===== config.mk =====
export PLATFORM = sky130hd
export DESIGN_NAME = cdec_comm_debug
export DESIGN_NICKNAME = d
export VERILOG_FILES = /design/src/hdl/cdec_pkg.sv /design/src/hdl/cdec_comm_debug.sv /design/src/hdl/cdec_port_counter.sv /design/src/hdl/cdec_sticky_flags.sv
export SDC_FILE = /design/constraint.sdc
export NUM_CORES = 1
export LEC_CHECK = 0
export ABC_AREA = 1
export CORE_ASPECT_RATIO = 1.1
export CORE_MARGIN = 2
export CORE_UTILIZATION = 50
export DETAILED_ROUTE_END_ITERATION = 16
export DONT_BUFFER_PORTS = 1
export PLACE_DENSITY = 0.67
export SYNTH_ARGS = -nofsm -noshare
export SYNTH_HDL_FRONTEND = slang
export SYNTH_HIERARCHICAL = 1
export SYNTH_SLANG_ARGS = --single-unit

===== constraint.sdc =====
create_clock -name clk_sys -period 3.6 [get_ports clk_sys]
set_input_delay 0.36 -clock clk_sys [delete_from_list [all_inputs] [get_ports clk_sys]]
set_output_delay 0.36 -clock clk_sys [all_outputs]
set_load 0.03 [all_outputs]

===== src/hdl/cdec_pkg.sv =====
// Purpose: Shared constants for the comm debug error counter bank.
// Assumes: Byte-wide register port, one core clock, active-high async reset.
// Notes: Offsets are byte addresses on the plain register port.
package cdec_pkg;

  // Register port geometry
  localparam int ADDR_W = 12;
  localparam int DATA_W = 8;
  localparam int VALID_W = 16;

  // Port indices for the per-port counter instances
  localparam int NUM_PORTS = 3;
  localparam int PORT_UART = 0;
  localparam int PORT_HIGH = 1;
  localparam int PORT_LOW = 2;

  // Register offsets
  localparam logic [11:0] OFS_RSP_DIAG = 12'h788;
  localparam logic [11:0] OFS_UART_DISC = 12'h789;
  localparam logic [11:0] OFS_HIGH_DISC = 12'h78A;
  localparam logic [11:0] OFS_LOW_DISC = 12'h78B;
  localparam logic [11:0] OFS_UART_VHI = 12'h78C;
  localparam logic [11:0] OFS_UART_VLO = 12'h78D;
  localparam logic [11:0] OFS_HIGH_VHI = 12'h78E;
  localparam logic [11:0] OFS_HIGH_VLO = 12'h78F;
  localparam logic [11:0] OFS_LOW_VHI = 12'h790;
  localparam logic [11:0] OFS_LOW_VLO = 12'h791;
  localparam logic [11:0] OFS_CTRL = 12'h7F0;
  localparam logic [11:0] OFS_CMD_DIAG = 12'h7F1;

  // Response diagnostic field positions (bits 7:6 reserved)
  localparam int RSP_CRC_BIT = 0;
  localparam int RSP_UNEXP_BIT = 1;
  localparam int RSP_BYTE_ERR_BIT = 2;
  localparam int RSP_SOF_BIT = 3;
  localparam int RSP_TXDIS_BIT = 4;
  localparam int RSP_TRANSMIT_WAIT_FLAG_BIT = 5;
  localparam int RSP_FLAGS_W = 6;

  // Command diagnostic and control field positions
  localparam int CMD_CRC_BIT = 0;
  localparam int CMD_UNEXP_BIT = 1;
  localparam int CMD_FLAGS_W = 2;
  localparam int CTRL_DIR_SEL_BIT = 0;

  // Reset and limit values
  localparam logic [7:0] REG_RESET = 8'h00;
  localparam logic [7:0] DISC_MAX = 8'hFF;
  localparam logic [7:0] DISC_ONE = 8'h01;
  localparam logic [15:0] VALID_RESET = 16'h0000;
  localparam logic [15:0] VALID_MAX = 16'hFFFF;
  localparam logic [15:0] VALID_ONE = 16'h0001;

endpackage


===== src/hdl/cdec_comm_debug.sv =====
// Purpose: Comm port debug flags and frame counters behind a byte register port.
// Assumes: All event inputs are one-cycle pulses from logic on clk_sys.
// Notes: Reads answer one cycle after the strobe; the port never stalls.

// How it works
// - Direction 1: low-side command sets unexpected flag
// - Command CRC discard sets flag, hides other errors
// - Direction 0: low-side response sets unexpected flag
// - Response CRC discard sets flag, hides most errors
// - Byte error on last CRC byte: both flags
// - UART discard count, 8 bits, at 0x789
// - High-side discard count, 8 bits, at 0x78A
// - Low-side discard count, 8 bits, at 0x78B
// - Discard read latches counts, clears running counters
// - Valid count 16 bits, hi/lo, saturates
module cdec_comm_debug (
  input wire logic clk_sys,
  input wire logic rst,
  // Register port
  input wire logic [11:0] reg_addr,
  input wire logic [7:0] reg_wdata,
  input wire logic reg_wr,
  input wire logic reg_rd,
  output logic [7:0] reg_rdata,
  // Per-port frame outcome pulses
  input wire logic uart_frame_valid,
  input wire logic uart_frame_discard,
  input wire logic high_frame_valid,
  input wire logic high_frame_discard,
  input wire logic low_frame_valid,
  input wire logic low_frame_discard,
  // Low-side chain port command receive events
  input wire logic low_cmd_frame_rx,
  input wire logic low_cmd_crc_discard,
  // Low-side chain port response receive events
  input wire logic low_rsp_frame_rx,
  input wire logic low_rsp_crc_discard,
  input wire logic low_rsp_byte_err,
  input wire logic low_rsp_last_crc_byte,
  input wire logic low_rsp_sof_err,
  input wire logic low_rsp_txdis_err,
  input wire logic low_transmit_wait_flag_evt,
  // Status out to the comm logic
  output logic dir_sel,
  output logic comm_error
);

  // Decode helpers

  // One-hot select of the discard counter that an address names
  function automatic logic [2:0] disc_sel(input logic [11:0] addr);
    logic [2:0] sel;
    sel = 3'h0;
    sel[cdec_pkg::PORT_UART] = (addr == cdec_pkg::OFS_UART_DISC);
    sel[cdec_pkg::PORT_HIGH] = (addr == cdec_pkg::OFS_HIGH_DISC);
    sel[cdec_pkg::PORT_LOW] = (addr == cdec_pkg::OFS_LOW_DISC);
    return sel;
  endfunction

  // True when an address names one single-byte register
  function automatic logic is_flag_reg(input logic [11:0] addr, input logic [11:0] ofs);
    return addr == ofs;
  endfunction

  // Declarations

  logic ctrl_dir_sel_q;
  logic [2:0] rd_disc_sel;
  logic [2:0] port_valid_evt;
  logic [2:0] port_discard_evt;
  logic [7:0] disc_run [3];
  logic [15:0] valid_snap [3];
  logic [cdec_pkg::RSP_FLAGS_W-1:0] rsp_set;
  logic [cdec_pkg::RSP_FLAGS_W-1:0] rsp_flags;
  logic [cdec_pkg::CMD_FLAGS_W-1:0] cmd_set;
  logic [cdec_pkg::CMD_FLAGS_W-1:0] cmd_flags;
  logic rsp_clr;
  logic cmd_clr;
  logic rsp_crc_hit;
  logic rsp_last_byte_err;
  logic rsp_other_ok;
  logic [7:0] rdata_d;
  logic [7:0] rdata_q;
  logic comm_error_q;
  logic hit_ctrl;
  logic hit_cmd_diag;
  logic hit_rsp_diag;
  logic ctrl_wr;
  logic cmd_unexp_evt;
  logic rsp_unexp_evt;
  logic rsp_byte_err_evt;
  logic rsp_sof_evt;
  logic rsp_txdis_evt;
  logic rsp_transmit_wait_flag_evt;

  // Control register

  // Single-register hits, shared by the write and the clear-on-read sides
  assign hit_ctrl = is_flag_reg(reg_addr, cdec_pkg::OFS_CTRL);
  assign hit_cmd_diag = is_flag_reg(reg_addr, cdec_pkg::OFS_CMD_DIAG);
  assign hit_rsp_diag = is_flag_reg(reg_addr, cdec_pkg::OFS_RSP_DIAG);

  // Only the control register takes writes; the rest are read-only
  assign ctrl_wr = reg_wr && hit_ctrl;

  // Direction select steers which frame type is legal on the low side
  always_ff @(posedge clk_sys or posedge rst) begin
    if (rst) begin
      ctrl_dir_sel_q <= 1'b0;
    end else if (ctrl_wr) begin
      ctrl_dir_sel_q <= reg_wdata[cdec_pkg::CTRL_DIR_SEL_BIT];
    end
  end

  assign dir_sel = ctrl_dir_sel_q;

  // Command diagnostics

  // Arrival is only unexpected when the frame survived its CRC check
  assign cmd_unexp_evt = ctrl_dir_sel_q && low_cmd_frame_rx && !low_cmd_crc_discard;

  // A CRC discard wins the frame; the unexpected flag would be noise
  always_comb begin
    cmd_set = '0;
    cmd_set[cdec_pkg::CMD_CRC_BIT] = low_cmd_crc_discard;
    cmd_set[cdec_pkg::CMD_UNEXP_BIT] = cmd_unexp_evt;
  end

  // Reading clears the flags; a set in that cycle still lands
  assign cmd_clr = reg_rd && hit_cmd_diag;

  cdec_sticky_flags #(
    .W(cdec_pkg::CMD_FLAGS_W)
  ) u_cmd_flags (
    .clk_sys(clk_sys),
    .rst(rst),
    .set_evt(cmd_set),
    .clr(cmd_clr),
    .flags_q(cmd_flags)
  );

  // Response diagnostics

  // A CRC discard hides most errors in the same frame
  assign rsp_crc_hit = low_rsp_crc_discard;
  assign rsp_other_ok = !rsp_crc_hit;

  // A broken final CRC byte still reports as a CRC error too
  assign rsp_last_byte_err = low_rsp_byte_err && low_rsp_last_crc_byte;

  // Unexpected needs direction 0, byte errors count in either; SOF and TX-disable only mean something at 1
  assign rsp_unexp_evt = !ctrl_dir_sel_q && low_rsp_frame_rx && rsp_other_ok;
  assign rsp_byte_err_evt = rsp_last_byte_err || (low_rsp_byte_err && rsp_other_ok);
  assign rsp_sof_evt = ctrl_dir_sel_q && low_rsp_sof_err && rsp_other_ok;

  // Not frame content, so a CRC discard does not mask these two
  assign rsp_txdis_evt = ctrl_dir_sel_q && low_rsp_txdis_err;
  assign rsp_transmit_wait_flag_evt = low_transmit_wait_flag_evt;

  // Pack the events into their flag positions
  always_comb begin
    rsp_set = '0;
    rsp_set[cdec_pkg::RSP_CRC_BIT] = rsp_crc_hit || rsp_last_byte_err;
    rsp_set[cdec_pkg::RSP_UNEXP_BIT] = rsp_unexp_evt;
    rsp_set[cdec_pkg::RSP_BYTE_ERR_BIT] = rsp_byte_err_evt;
    rsp_set[cdec_pkg::RSP_SOF_BIT] = rsp_sof_evt;
    rsp_set[cdec_pkg::RSP_TXDIS_BIT] = rsp_txdis_evt;
    rsp_set[cdec_pkg::RSP_TRANSMIT_WAIT_FLAG_BIT] = rsp_transmit_wait_flag_evt;
  end

  // Reading clears the flags; a set in that cycle still lands
  assign rsp_clr = reg_rd && hit_rsp_diag;

  cdec_sticky_flags #(
    .W(cdec_pkg::RSP_FLAGS_W)
  ) u_rsp_flags (
    .clk_sys(clk_sys),
    .rst(rst),
    .set_evt(rsp_set),
    .clr(rsp_clr),
    .flags_q(rsp_flags)
  );

  // Frame counters

  // Gather the per-port pulses into vectors for the generate loop
  assign port_valid_evt = {low_frame_valid, high_frame_valid, uart_frame_valid};
  assign port_discard_evt = {low_frame_discard, high_frame_discard, uart_frame_discard};

  // A read strobe on a discard counter snapshots and clears its port
  assign rd_disc_sel = reg_rd ? disc_sel(reg_addr) : 3'h0;

  // One counter pair per port; UART, high side, low side
  generate
    for (genvar p = 0; p < cdec_pkg::NUM_PORTS; p++) begin : g_port
      cdec_port_counter u_cnt (
        .clk_sys(clk_sys),
        .rst(rst),
        .discard_evt(port_discard_evt[p]),
        .valid_evt(port_valid_evt[p]),
        .snap_clear(rd_disc_sel[p]),
        .disc_run_q(disc_run[p]),
        .disc_snap_q(), // Unused: the discard read returns the same count live
        .valid_snap_q(valid_snap[p])
      );
    end
  endgenerate

  // Read path

  // The discard read returns the count it is latching, so the snapshot
  // and the returned byte always agree even with an event in that cycle.
  always_comb begin
    rdata_d = cdec_pkg::REG_RESET;
    case (reg_addr)
      cdec_pkg::OFS_RSP_DIAG: begin
        rdata_d[cdec_pkg::RSP_FLAGS_W-1:0] = rsp_flags;
      end
      cdec_pkg::OFS_UART_DISC: begin
        rdata_d = disc_run[cdec_pkg::PORT_UART];
      end
      cdec_pkg::OFS_HIGH_DISC: begin
        rdata_d = disc_run[cdec_pkg::PORT_HIGH];
      end
      cdec_pkg::OFS_LOW_DISC: begin
        rdata_d = disc_run[cdec_pkg::PORT_LOW];
      end
      cdec_pkg::OFS_UART_VHI: begin
        rdata_d = valid_snap[cdec_pkg::PORT_UART][15:8];
      end
      cdec_pkg::OFS_UART_VLO: begin
        rdata_d = valid_snap[cdec_pkg::PORT_UART][7:0];
      end
      cdec_pkg::OFS_HIGH_VHI: begin
        rdata_d = valid_snap[cdec_pkg::PORT_HIGH][15:8];
      end
      cdec_pkg::OFS_HIGH_VLO: begin
        rdata_d = valid_snap[cdec_pkg::PORT_HIGH][7:0];
      end
      cdec_pkg::OFS_LOW_VHI: begin
        rdata_d = valid_snap[cdec_pkg::PORT_LOW][15:8];
      end
      cdec_pkg::OFS_LOW_VLO: begin
        rdata_d = valid_snap[cdec_pkg::PORT_LOW][7:0];
      end
      cdec_pkg::OFS_CTRL: begin
        rdata_d[cdec_pkg::CTRL_DIR_SEL_BIT] = ctrl_dir_sel_q;
      end
      cdec_pkg::OFS_CMD_DIAG: begin
        rdata_d[cdec_pkg::CMD_FLAGS_W-1:0] = cmd_flags;
      end
      default: begin
        rdata_d = cdec_pkg::REG_RESET; // Unmapped reads as zero
      end
    endcase
  end

  // Read data stands for exactly the cycle after the strobe
  always_ff @(posedge clk_sys or posedge rst) begin
    if (rst) begin
      rdata_q <= cdec_pkg::REG_RESET;
    end else if (reg_rd) begin
      rdata_q <= rdata_d;
    end else begin
      rdata_q <= cdec_pkg::REG_RESET;
    end
  end

  assign reg_rdata = rdata_q;

  // Summary status

  // Registered so the comm logic sees a clean level
  always_ff @(posedge clk_sys or posedge rst) begin
    if (rst) begin
      comm_error_q <= 1'b0;
    end else begin
      comm_error_q <= (|rsp_flags) || (|cmd_flags);
    end
  end

  assign comm_error = comm_error_q;

endmodule // cdec_comm_debug


===== src/hdl/cdec_port_counter.sv =====
// Purpose: Discard and valid frame counters for one comm port.
// Assumes: Event pulses are one cycle, on clk_sys.
// Notes: snap_clear copies running counts to the readable copies.
module cdec_port_counter (
  input wire logic clk_sys,
  input wire logic rst,
  input wire logic discard_evt,
  input wire logic valid_evt,
  input wire logic snap_clear,
  output logic [7:0] disc_run_q,
  output logic [7:0] disc_snap_q,
  output logic [15:0] valid_snap_q
);

  logic [15:0] valid_run_q;

  // Discard count saturates; an event during the clear counts as one
  always_ff @(posedge clk_sys or posedge rst) begin
    if (rst) begin
      disc_run_q <= cdec_pkg::REG_RESET;
    end else if (snap_clear) begin
      disc_run_q <= discard_evt ? cdec_pkg::DISC_ONE : cdec_pkg::REG_RESET;
    end else if (discard_evt && disc_run_q != cdec_pkg::DISC_MAX) begin
      disc_run_q <= disc_run_q + cdec_pkg::DISC_ONE;
    end
  end

  // Valid count, 16 bits, held at all ones
  always_ff @(posedge clk_sys or posedge rst) begin
    if (rst) begin
      valid_run_q <= cdec_pkg::VALID_RESET;
    end else if (snap_clear) begin
      valid_run_q <= valid_evt ? cdec_pkg::VALID_ONE : cdec_pkg::VALID_RESET;
    end else if (valid_evt && valid_run_q != cdec_pkg::VALID_MAX) begin
      valid_run_q <= valid_run_q + cdec_pkg::VALID_ONE;
    end
  end

  // Readable copies taken from the pre-event running counts
  always_ff @(posedge clk_sys or posedge rst) begin
    if (rst) begin
      disc_snap_q <= cdec_pkg::REG_RESET;
      valid_snap_q <= cdec_pkg::VALID_RESET;
    end else if (snap_clear) begin
      disc_snap_q <= disc_run_q;
      valid_snap_q <= valid_run_q;
    end
  end

endmodule // cdec_port_counter


===== src/hdl/cdec_sticky_flags.sv =====
// Purpose: Bank of sticky event flags with a group clear.
// Assumes: Set and clear come from logic on clk_sys.
// Notes: A set in the clearing cycle survives the clear.
module cdec_sticky_flags #(
  parameter int W = 2
) (
  input wire logic clk_sys,
  input wire logic rst,
  input wire logic [W-1:0] set_evt,
  input wire logic clr,
  output logic [W-1:0] flags_q
);

  // Set wins over clear so no event is lost
  always_ff @(posedge clk_sys or posedge rst) begin
    if (rst) begin
      flags_q <= '0;
    end else begin
      flags_q <= (flags_q & ~{W{clr}}) | set_evt;
    end
  end

endmodule // cdec_sticky_flags


==> summary.md, run 1 <==
| Metric | Value |
|---|---|
| Synthesized area per cell | 6.92 um2 |
| Final Cycle Share | 0.577 |
| Post-CTS Resized | 0 |
| Vias in the first global route | 7199 |
| Reg2Reg Launch Point | g_port[2].u_cnt/valid_run_q[0] |
| Leakage | 4.67 nW |
| Core Region | 0.0164 mm2 |
| Peak VDD IR | 0.328 mV |
| Setup crit end kind | flop |
| Max Slew Vio Count | 0 |
| ANT cells | 0 |
| Setup_tns | 0 ns |
| PortBufs | 0 |
| Setup Buffers After CTS | 0 |
| Hold path endpoint | u_rsp_flags/flags_q[5] |
| Nets | 1251 |
| Hold Violations, Final | 0 |
| Clk root buf | clkbuf_16 |
| Pin count of the biggest net entering global routing | 62 |
| CP bufs+invs | 3 |
| Starting DRC count in detailed routing | 572 |
| Max cap viols | 0 |
| Wire per inst | 14.6 um |
| Outcome | completed |
| Inst Count DP | 1390 |
| Power Density | 478 mW/mm2 |
| Total Power | 4.37 mW |
| Most frequent CP cell | nand2_1 |
| Number of buffers on the longest clock path | 2 |
| Mapped Cells | 1216 |
| Fin Clk Skew | 0.00461 ns |
| Hold Path Stages | 2 |
| Worst path required time | 3.97 ns |
| Mapped cell area | 0.00841 mm2 |
| Fmax | 482 MHz |
| Starting Density | 0.512 |
| Hold Startpoint | low_transmit_wait_flag_evt |
| Depth of the most critical reg-to-reg path | 8 |
| Global route total overflow | 0 |
| Reg2Reg Setup Slack | 1.57 ns |
| Syn nets | 1261 |
| Slowest cell on crit path | nor2_4 |
| Number of standard cells in the layout, taps in and fillers out | 1423 |
| Vias per inst | 5.34 |
| Post-DP HPWL | 15.2 mm |
| First-pass GRT wire length | 35.0 mm |
| Setup-violating endpoint count in the final report | 0 |
| Io pins | 49 |
| Die Ht | 140 um |
| Worst r2r dst | g_port[2].u_cnt/valid_run_q[7] |
| CTS Buf Count | 17 |
| Cell Chain, Critical Path | inv_2 -> nand2_2 -> nor2_4 -> nand3_2 -> nor2_1 -> buf_4 -> inv_2 -> nand2_1 -> nand2_1 -> nand2_1 |
| Total Wirelength | 20.8 mm |
| Top delay family on crit path | simple AND/OR/NAND/NOR gates |
| Worst-Margin Slew | 0.949 ns |
| Clock sinks | 138 |
| CTS tree | yes |
| YS warnings | 6 |
| Share of cells above drive strength 1 | 0.0788 |
| H-tree depth | 4 |
| Die area | 0.0179 mm2 |
| Critical Path Max Stage Delay | 0.46 ns |
| Crit path from | reg_addr[6] |
| Layout fillers | 1589 |
| Die Wd | 128 um |
| Hold WC Path Type | input pin to flop |
| Routability cong. | 0.904 |
| GRT Overall Usage | 0.246 |
| Reg clk slew, reported paths | 0.06 ns |
| Area grow syn2layout | 8.79% |
| Vias | 7594 |
| Maximum net fanout on the critical path | 61 |
| Crit path time final | 2.08 ns |
| Worst Setup Path Type | input pin to flop |
| Row cnt | 49 |
| Worst rel slew slack | 0.367 |
| First-pass DRT Iterations | 5 |
| Clk Latency, worst-skew pair | 0.43 ns |
| Initial antenna violation count | 0 |
| Unrepaired setup endpoints after global routing | no |
| Routed Antenna Nets | 0 |
| Worst EP arrival | 2.44 ns |
| DR DRC count | 0 |
| Startpoint types | input pin |
-- worst max-delay path by stage --
stage                                            endpoint  slack (ns)  cells past startpoint
after global placement     g_port[1].u_cnt/valid_run_q[7]        1.13                     10
after CTS                  g_port[1].u_cnt/valid_run_q[0]        1.54                     10
after detailed placement   g_port[1].u_cnt/valid_run_q[7]        1.12                     10
after global routing       g_port[2].u_cnt/valid_run_q[3]        1.28                     10
after floorplan           g_port[0].u_cnt/valid_snap_q[3]        1.76                     10
final                      g_port[1].u_cnt/valid_run_q[0]        1.52                     10
-- cells in the final DEF (no fill, tap or decap), drive strengths merged, types with 5 or more instances in the layout --
cell type    n
dfrtp      138
bufinv       5
buf          9
clkinv       5
nand3      152
ha           6
clkbuf      21
nand3b       8
nand4       50
a21oi       10
inv        154
nor3         6
nand2      398
nor2       173
xor2        15
o21ai       58
-- area by class of cell --
cell class | instances | area (um2) | share of cell area
Clock inverter | 11 | 194 | 0.0212
Inverter | 154 | 578 | 0.0631
Sequential cell | 138 | 3450 | 0.377
Timing Repair Buffer | 10 | 77.6 | 0.00847
Clock buffer | 21 | 450 | 0.0492
Tap cell | 204 | 255 | 0.0279
Multi-Input combinational cell | 885 | 4150 | 0.453
-- sequential cells by signal, summed over array words and instances, names as in the netlist --
| register | count |
|---|---|
| u_rsp_flags/flags_q | 6 |
| g_port.u_cnt/valid_snap_q | 48 |
| u_cmd_flags/flags_q | 2 |
| comm_error | 1 |
| g_port.u_cnt/disc_run_q | 24 |
| dir_sel | 1 |
| reg_rdata | 8 |
| g_port.u_cnt/valid_run_q | 48 |
-- per-layer routing --
| metal | up-vias | global-route usage | wire length (um) |
|---|---|---|---|
| met3 | 44 | 0.0443 | 859 |
| li1 | 3845 | - | - |
| met1 | 3555 | 0.316 | 9150 |
| met2 | 150 | 0.408 | 10100 |
| met5 | - | 0 | 0 |
| met4 | 0 | 0.109 | 663 |
-- through the flow --
stage,area [um2],util,setup slack [ns],hold slack [ns]
detailed placement,8500,0.517,1.12,0.108
finish,9150,0.557,1.52,0.0291
global placement,8500,0.517,1.13,0.106
CTS,9150,0.557,1.54,0.0161
floorplan,8410,-,1.76,0.101
global route,9150,0.557,1.28,0.0200
-- where the power goes --
part | internal (mW) | switching, mW | leakage (nW)
clock network | 1.25 | 0.668 | 0.311
logic | 0.202 | 0.320 | 2.54
registers | 1.71 | 0.228 | 1.82
total | 3.16 | 1.22 | 4.67
-- timing repair --
item                       4_1_cts  5_1_grt
hold buffers                     1        0
setup endpoints to repair        0        0
hold endpoints to repair       138        0
Note: power is estimated with default switching activity, not from simulation.
==> run 2, diff against run 1 <==
==> constraint.sdc (replaced) <==
create_clock -name clk_sys -period 1.95 [get_ports clk_sys]
set_input_delay 0.195 -clock clk_sys [delete_from_list [all_inputs] [get_ports clk_sys]]
set_output_delay 0.195 -clock clk_sys [all_outputs]
set_load 0.03 [all_outputs]
==> summary.md, run 2 (same netlist as run 1, synthesis figures left out) <==
| Metric | Value |
|---|---|
| Max Slew Vio Count | 0 |
| First-pass DRT Iterations | 5 |
| Worst EP arrival | 2.05 ns |
| Vias per inst | 5.34 |
| Clk Latency, worst-skew pair | 0.43 ns |
| Starting Density | 0.512 |
| Share of cells above drive strength 1 | 0.0933 |
| Power Density | 828 mW/mm2 |
| CTS tree | yes |
| Hold WC Path Type | input pin to flop |
| Outcome | completed |
| Placed Area | 0.00867 mm2 |
| Final Cycle Share | 0.891 |
| Startpoint types | flop |
| Clk root buf | clkbuf_16 |
| Hold path endpoint | g_port[2].u_cnt/valid_run_q[0] |
| Fmax | 576 MHz |
| DR DRC count | 0 |
| CTS Buf Count | 17 |
| Inst Count DP | 1410 |
| Max cap viols | 0 |
| Routability cong. | 0.933 |
| Number of standard cells in the layout, taps in and fillers out | 1458 |
| Setup-violating endpoint count in the final report | 0 |
| GRT Overall Usage | 0.254 |
| Unrepaired setup endpoints after global routing | no |
| Most common cell after layout, fill and taps aside | nand2_1 |
| Depth of the most critical reg-to-reg path | 8 |
| H-tree depth | 4 |
| Number of buffers on the longest clock path | 2 |
| Hold Startpoint | low_frame_valid |
| Reg2Reg Launch Point | g_port[2].u_cnt/valid_run_q[0] |
| Hold Path Stages | 4 |
| Worst-Margin Slew | 0.530 ns |
| Nets | 1288 |
| Global route total overflow | 0 |
| ANT cells | 0 |
| Leakage | 4.82 nW |
| PortBufs | 0 |
| Worst Setup Path Type | flop to flop |
| Vias in the first global route | 7374 |
| Die Wd | 128 um |
| Wire per inst | 14.9 um |
| Setup crit end kind | flop |
| Starting DRC count in detailed routing | 486 |
| Layout fillers | 1522 |
| Pin count of the biggest net entering global routing | 49 |
| Hold Violations, Final | 0 |
| Clock sinks | 138 |
| Vias | 7781 |
| Reg2Reg Setup Slack | 0.21 ns |
| Total Power | 7.81 mW |
| Final instance area | 0.00944 mm2 |
| Worst path required time | 2.27 ns |
| Routed Antenna Nets | 0 |
| Largest registers | g_port.u_cnt/valid_run_q: 48 flops, g_port.u_cnt/valid_snap_q: 48 flops, g_port.u_cnt/disc_run_q: 24 flops |
| Die Ht | 140 um |
| Setup_tns | 0 ns |
| Total Wirelength | 21.7 mm |
| Row cnt | 49 |
| Crit path time final | 1.74 ns |
| Post-DP HPWL | 15.6 mm |
| Most frequent cells in the layout | nand2_1, nor2_1, inv_1 |
| Worst r2r dst | g_port[2].u_cnt/valid_run_q[3] |
| Core Region | 0.0164 mm2 |
| Area grow syn2layout | 12.2% |
| Fin Clk Skew | 0.00531 ns |
| Die area | 0.0179 mm2 |
| Initial antenna violation count | 0 |
| Peak VDD IR | 0.612 mV |
| Maximum net fanout on the critical path | 8 |
| First-pass GRT wire length | 35.9 mm |
| Io pins | 49 |
| Reg clk slew, reported paths | 0.06 ns |
| Worst rel slew slack | 0.645 |
==> run 2: cell types whose count changed in the layout (fill, tap and decap cells not counted) <==
cell | before | now
buf_12 | 0 | 2
clkinvlp_4 | 1 | 2
bufinv_16 | 5 | 2
buf_4 | 9 | 27
dlygate4sd3_1 | 1 | 18
clkbuf_8 | 1 | 3
clkinv_4 | 3 | 4
clkbuf_1 | 3 | 0
==> run 2: through the flow <==
step	setup WS, ns	hold slack [ns]	util
global placement	0.248	-0.0619	0.528
finish	0.213	0.0171	0.575
global route	0.0206	0.0260	0.575
floorplan	0.273	-0.0638	-
CTS	0.222	0.00406	0.575
detailed placement	0.236	-0.0579	0.528
==> run 2: area by class of cell <==
| class | instances | area (um2) | share of cell area |
|---|---|---|---|
| Clock buffer | 20 | 467 | 0.0494 |
| Clock inverter | 10 | 120 | 0.0127 |
| Inverter | 154 | 578 | 0.0612 |
| Multi-Input combinational cell | 885 | 4150 | 0.439 |
| Sequential cell | 138 | 3450 | 0.366 |
| Tap cell | 204 | 255 | 0.0270 |
| Timing Repair Buffer | 47 | 423 | 0.0448 |
==> run 2: worst max-delay path, stage by stage, from the launching register on <==
cell     delay (ns)
dfrtp_1        0.45
ha_1           0.24
nand2_1        0.09
nor2_2         0.13
nand2_2        0.11
o21ai_4        0.28
nand2_1        0.17
nand2_1        0.10
nand2_1        0.05
==> run 2: worst max path at each step <==
stage / slack, ns / cells after the start / to / start
3_3_place_gp: 0.25 / 8 / g_port[2].u_cnt/valid_run_q[8] / g_port[2].u_cnt/valid_run_q[0]
4_1_cts: 0.22 / 8 / g_port[2].u_cnt/valid_run_q[4] / g_port[2].u_cnt/valid_run_q[0]
3_5_place_dp: 0.24 / 8 / g_port[2].u_cnt/valid_run_q[3] / g_port[2].u_cnt/valid_run_q[0]
2_1_floorplan: 0.27 / 10 / g_port[0].u_cnt/valid_snap_q[3] / reg_addr[2]
5_1_grt: 0.02 / 8 / g_port[2].u_cnt/valid_run_q[3] / g_port[2].u_cnt/valid_run_q[0]
6_report: 0.21 / 8 / g_port[2].u_cnt/valid_run_q[3] / g_port[2].u_cnt/valid_run_q[0]
==> run 2: what timing repair did <==
item	4_1_cts	5_1_grt
hold buffers	18	0
endpoints found under the hold margin	168	0
buffers inserted	0	0
gates resized for setup	0	0
==> run 2: where the power goes <==
part           leakage [nW]  switching, mW  internal, mW  total [mW]
clock                 0.284           1.25          1.97        3.22
combinational          2.72          0.613         0.410        1.02
sequential             1.82          0.421          3.15        3.57
total                  4.82           2.28          5.53        7.81
==> run 2: routing by layer <==
layer	share of wire	vias to the layer above	GRT usage
met4	0.030	0	0.104
met5	0	-	0
met3	0.033	45	0.0439
li1	-	3906	-
met2	0.50	160	0.435
met1	0.44	3670	0.318
==> run 3, diff against run 2 <==
--- a/config.mk
+++ b/config.mk
@@ -11,8 +11,8 @@
 export CORE_UTILIZATION = 50
 export DETAILED_ROUTE_END_ITERATION = 16
 export DONT_BUFFER_PORTS = 1
+export HOLD_SLACK_MARGIN = 0.08
 export PLACE_DENSITY = 0.67
 export SYNTH_ARGS = -nofsm -noshare
 export SYNTH_HDL_FRONTEND = slang
-export SYNTH_HIERARCHICAL = 1
 export SYNTH_SLANG_ARGS = --single-unit
==> summary.md, run 3 <==
| Metric | Value |
|---|---|
| Outcome | completed |
| Area grow syn2layout | 14.4% |
| Post-synthesis sequential area ratio | 0.449 |
| Crit path from | g_port[1].u_cnt.valid_run_q[0] |
| Number of buffers on the longest clock path | 2 |
| Unrepaired setup endpoints after global routing | no |
| CTS Buf Count | 17 |
| Post-synth EDFFs | 0 |
| Fmax | 580 MHz |
| Synthesized area per cell | 7.53 um2 |
| DR DRC count | 0 |
| Total Power | 8.86 mW |
| Peak VDD IR | 0.618 mV |
| H-tree depth | 4 |
| Fin Clk Skew | 0.00764 ns |
| Vias | 6764 |
| Worst path required time | 2.26 ns |
| Die Wd | 122 um |
| Vias per inst | 5.34 |
| Number of standard cells in the layout, taps in and fillers out | 1267 |
| Reg2Reg Setup Slack | 0.23 ns |
| Share of cells above drive strength 1 | 0.112 |
| YS warnings | 0 |
| Starting Density | 0.511 |
| Initial antenna violation count | 0 |
| Main area contributors after synthesis | dfrtp_1, nand2_1, nand3_1, inv_1, nor2_1 |
| Post-synth top cells | nand2_1, dfrtp_1, inv_1, nand3_1, nor2_1 |
| Setup Buffers After CTS | 0 |
| Layout fillers | 1416 |
| Clock sinks | 138 |
| Hold WC Path Type | input pin to flop |
| Total Wirelength | 19.4 mm |
| Setup-violating endpoint count in the final report | 0 |
| Mapped cell area | 0.00769 mm2 |
| End of the critical path | g_port[1].u_cnt.valid_run_q[14] |
| Depth of the most critical reg-to-reg path | 10 |
| Post-DP HPWL | 14.1 mm |
| Maximum net fanout on the critical path | 7 |
| Count of cell types in the netlist | 38 |
| Inst Count DP | 1215 |
| Crit path time final | 1.72 ns |
| Starting DRC count in detailed routing | 517 |
| Routed Antenna Nets | 0 |
| Reg clk slew, reported paths | 0.06 ns |
| Mapped Cells | 1021 |
| Most frequent cells in the layout | nand2_1, dfrtp_1, inv_1 |
| First-pass DRT Iterations | 5 |
| ANT cells | 0 |
| Largest registers | g_port.u_cnt.valid_run_q: 48 flops, g_port.u_cnt.valid_snap_q: 48 flops, g_port.u_cnt.disc_run_q: 24 flops |
| Hold Violations, Final | 0 |
| Hold_ws | 0.108 ns |
| Clk Latency, worst-skew pair | 0.43 ns |
| Synth async-reset ratio | 1.00 |
| Wire per inst | 15.3 um |
| Core Region | 0.0151 mm2 |
| Routability cong. | 0.914 |
| Row cnt | 47 |
| GRT Overall Usage | 0.250 |
| Startpoint types | flop |
| Nets | 1103 |
| Syn nets | 1066 |
| Final Cycle Share | 0.884 |
| Power Density | 1010 mW/mm2 |
| Global route total overflow | 0 |
| Post-synth top area cell | dfrtp_1 |
| Max cap viols | 0 |
| Worst rel slew slack | 0.684 |
| Die Ht | 134 um |
| First-pass GRT wire length | 31.9 mm |
| Pin count of the biggest net entering global routing | 68 |
| CTS tree | yes |
| Worst EP arrival | 2.03 ns |
| Worst r2r dst | g_port[1].u_cnt.valid_run_q[14] |
| Vias in the first global route | 6594 |
| Setup crit end kind | flop |
| Synth top area share | 0.449 |
| Setup_tns | 0 ns |
| Worst-Margin Slew | 0.472 ns |
| Count leader, synth | nand2_1 |
| Io pins | 49 |
| Clk root buf | clkbuf_16 |
| Worst Setup Path Type | flop to flop |
| Most common cell after layout, fill and taps aside | nand2_1 |
| Die area | 0.0164 mm2 |
| Reg2Reg Launch Point | g_port[1].u_cnt.valid_run_q[0] |
| Post-synth top flop | dfrtp_1 |
| Leakage | 4.29 nW |
| Max Slew Vio Count | 0 |
| FF+latch count, synth | 138 |
| PortBufs | 0 |
## run 3: worst min-delay path by stage
| stage | slack, ns | endpoint | cells past startpoint | start |
|---|---|---|---|---|
| after floorplan | 0.29 | u_rsp_flags.flags_q[5] | 1 | low_transmit_wait_flag_evt |
| after global routing | 0.13 | u_cmd_flags.flags_q[0] | 3 | reg_addr[5] |
| after global placement | 0.07 | g_port[0].u_cnt.disc_run_q[2] | 1 | rst |
| after CTS | 0.09 | u_rsp_flags.flags_q[2] | 3 | reg_rd |
| after detailed placement | 0.08 | g_port[0].u_cnt.disc_run_q[2] | 1 | rst |
| final | 0.11 | g_port[1].u_cnt.valid_snap_q[14] | 5 | reg_addr[0] |
## run 3: metrics by stage
step | util | instance area [um2] | worst slack (ns)
2_1_floorplan | - | 7690 | 0.0339
3_3_place_gp | 0.530 | 7970 | 0.179
3_5_place_dp | 0.530 | 7970 | 0.137
4_1_cts | 0.584 | 8790 | 0.107
5_1_grt | 0.584 | 8800 | 0.0420
6_report | 0.584 | 8800 | 0.227
## run 3: cell type report
cell class	instances	area, um2	share of cell area
clock buffers	22	474	0.0539
clock inverters	10	140	0.0159
inverters	132	500	0.0569
multi-input cells	728	3600	0.409
flip-flops and latches	138	3450	0.392
well taps	196	245	0.0279
repair buffers	41	383	0.0435
## run 3: timing repair
| action | 4_1_cts | 5_1_grt |
|---|---|---|
| resized for setup | 0 | 3 |
| endpoints found under the hold margin | 168 | 0 |
| hold buffers | 20 | 0 |
| endpoints found under the setup margin | 0 | 6 |
## run 3: cell families after synthesis
family	count (synthesis)	share of synthesized area
buffers and inverters	155	0.0843
adder cells (fa/ha/maj)	6	0.00976
multiplexers	2	0.00293
flip-flops	138	0.449
XOR/XNOR	18	0.0205
AND/OR/NAND/NOR	556	0.329
AO/OA/AOI/OAI	146	0.105
## run 3: critical path, stage by stage, from the launching register on
cell	delay [ns]
dfrtp_1	0.37
ha_1	0.15
inv_1	0.06
nor2_2	0.21
nand2_2	0.14
o21ai_4	0.22
inv_2	0.11
nand2_1	0.10
inv_1	0.06
a21oi_1	0.13
nor2_1	0.07
## run 3: where the power goes
part           switching (mW)  total (mW)  internal, mW
sequential              0.500        3.84          3.34
combinational            1.10        1.68         0.580
clock                    1.22        3.33          2.11
total                    2.82        8.86          6.04
## run 3: layer usage
metal  GRT usage  share of wire  up-vias
li1            -              -     3397
met4      0.0983          0.025        0
met2       0.414           0.48      171
met1       0.324           0.45     3159
met3      0.0480          0.047       37
met5           0              0        -
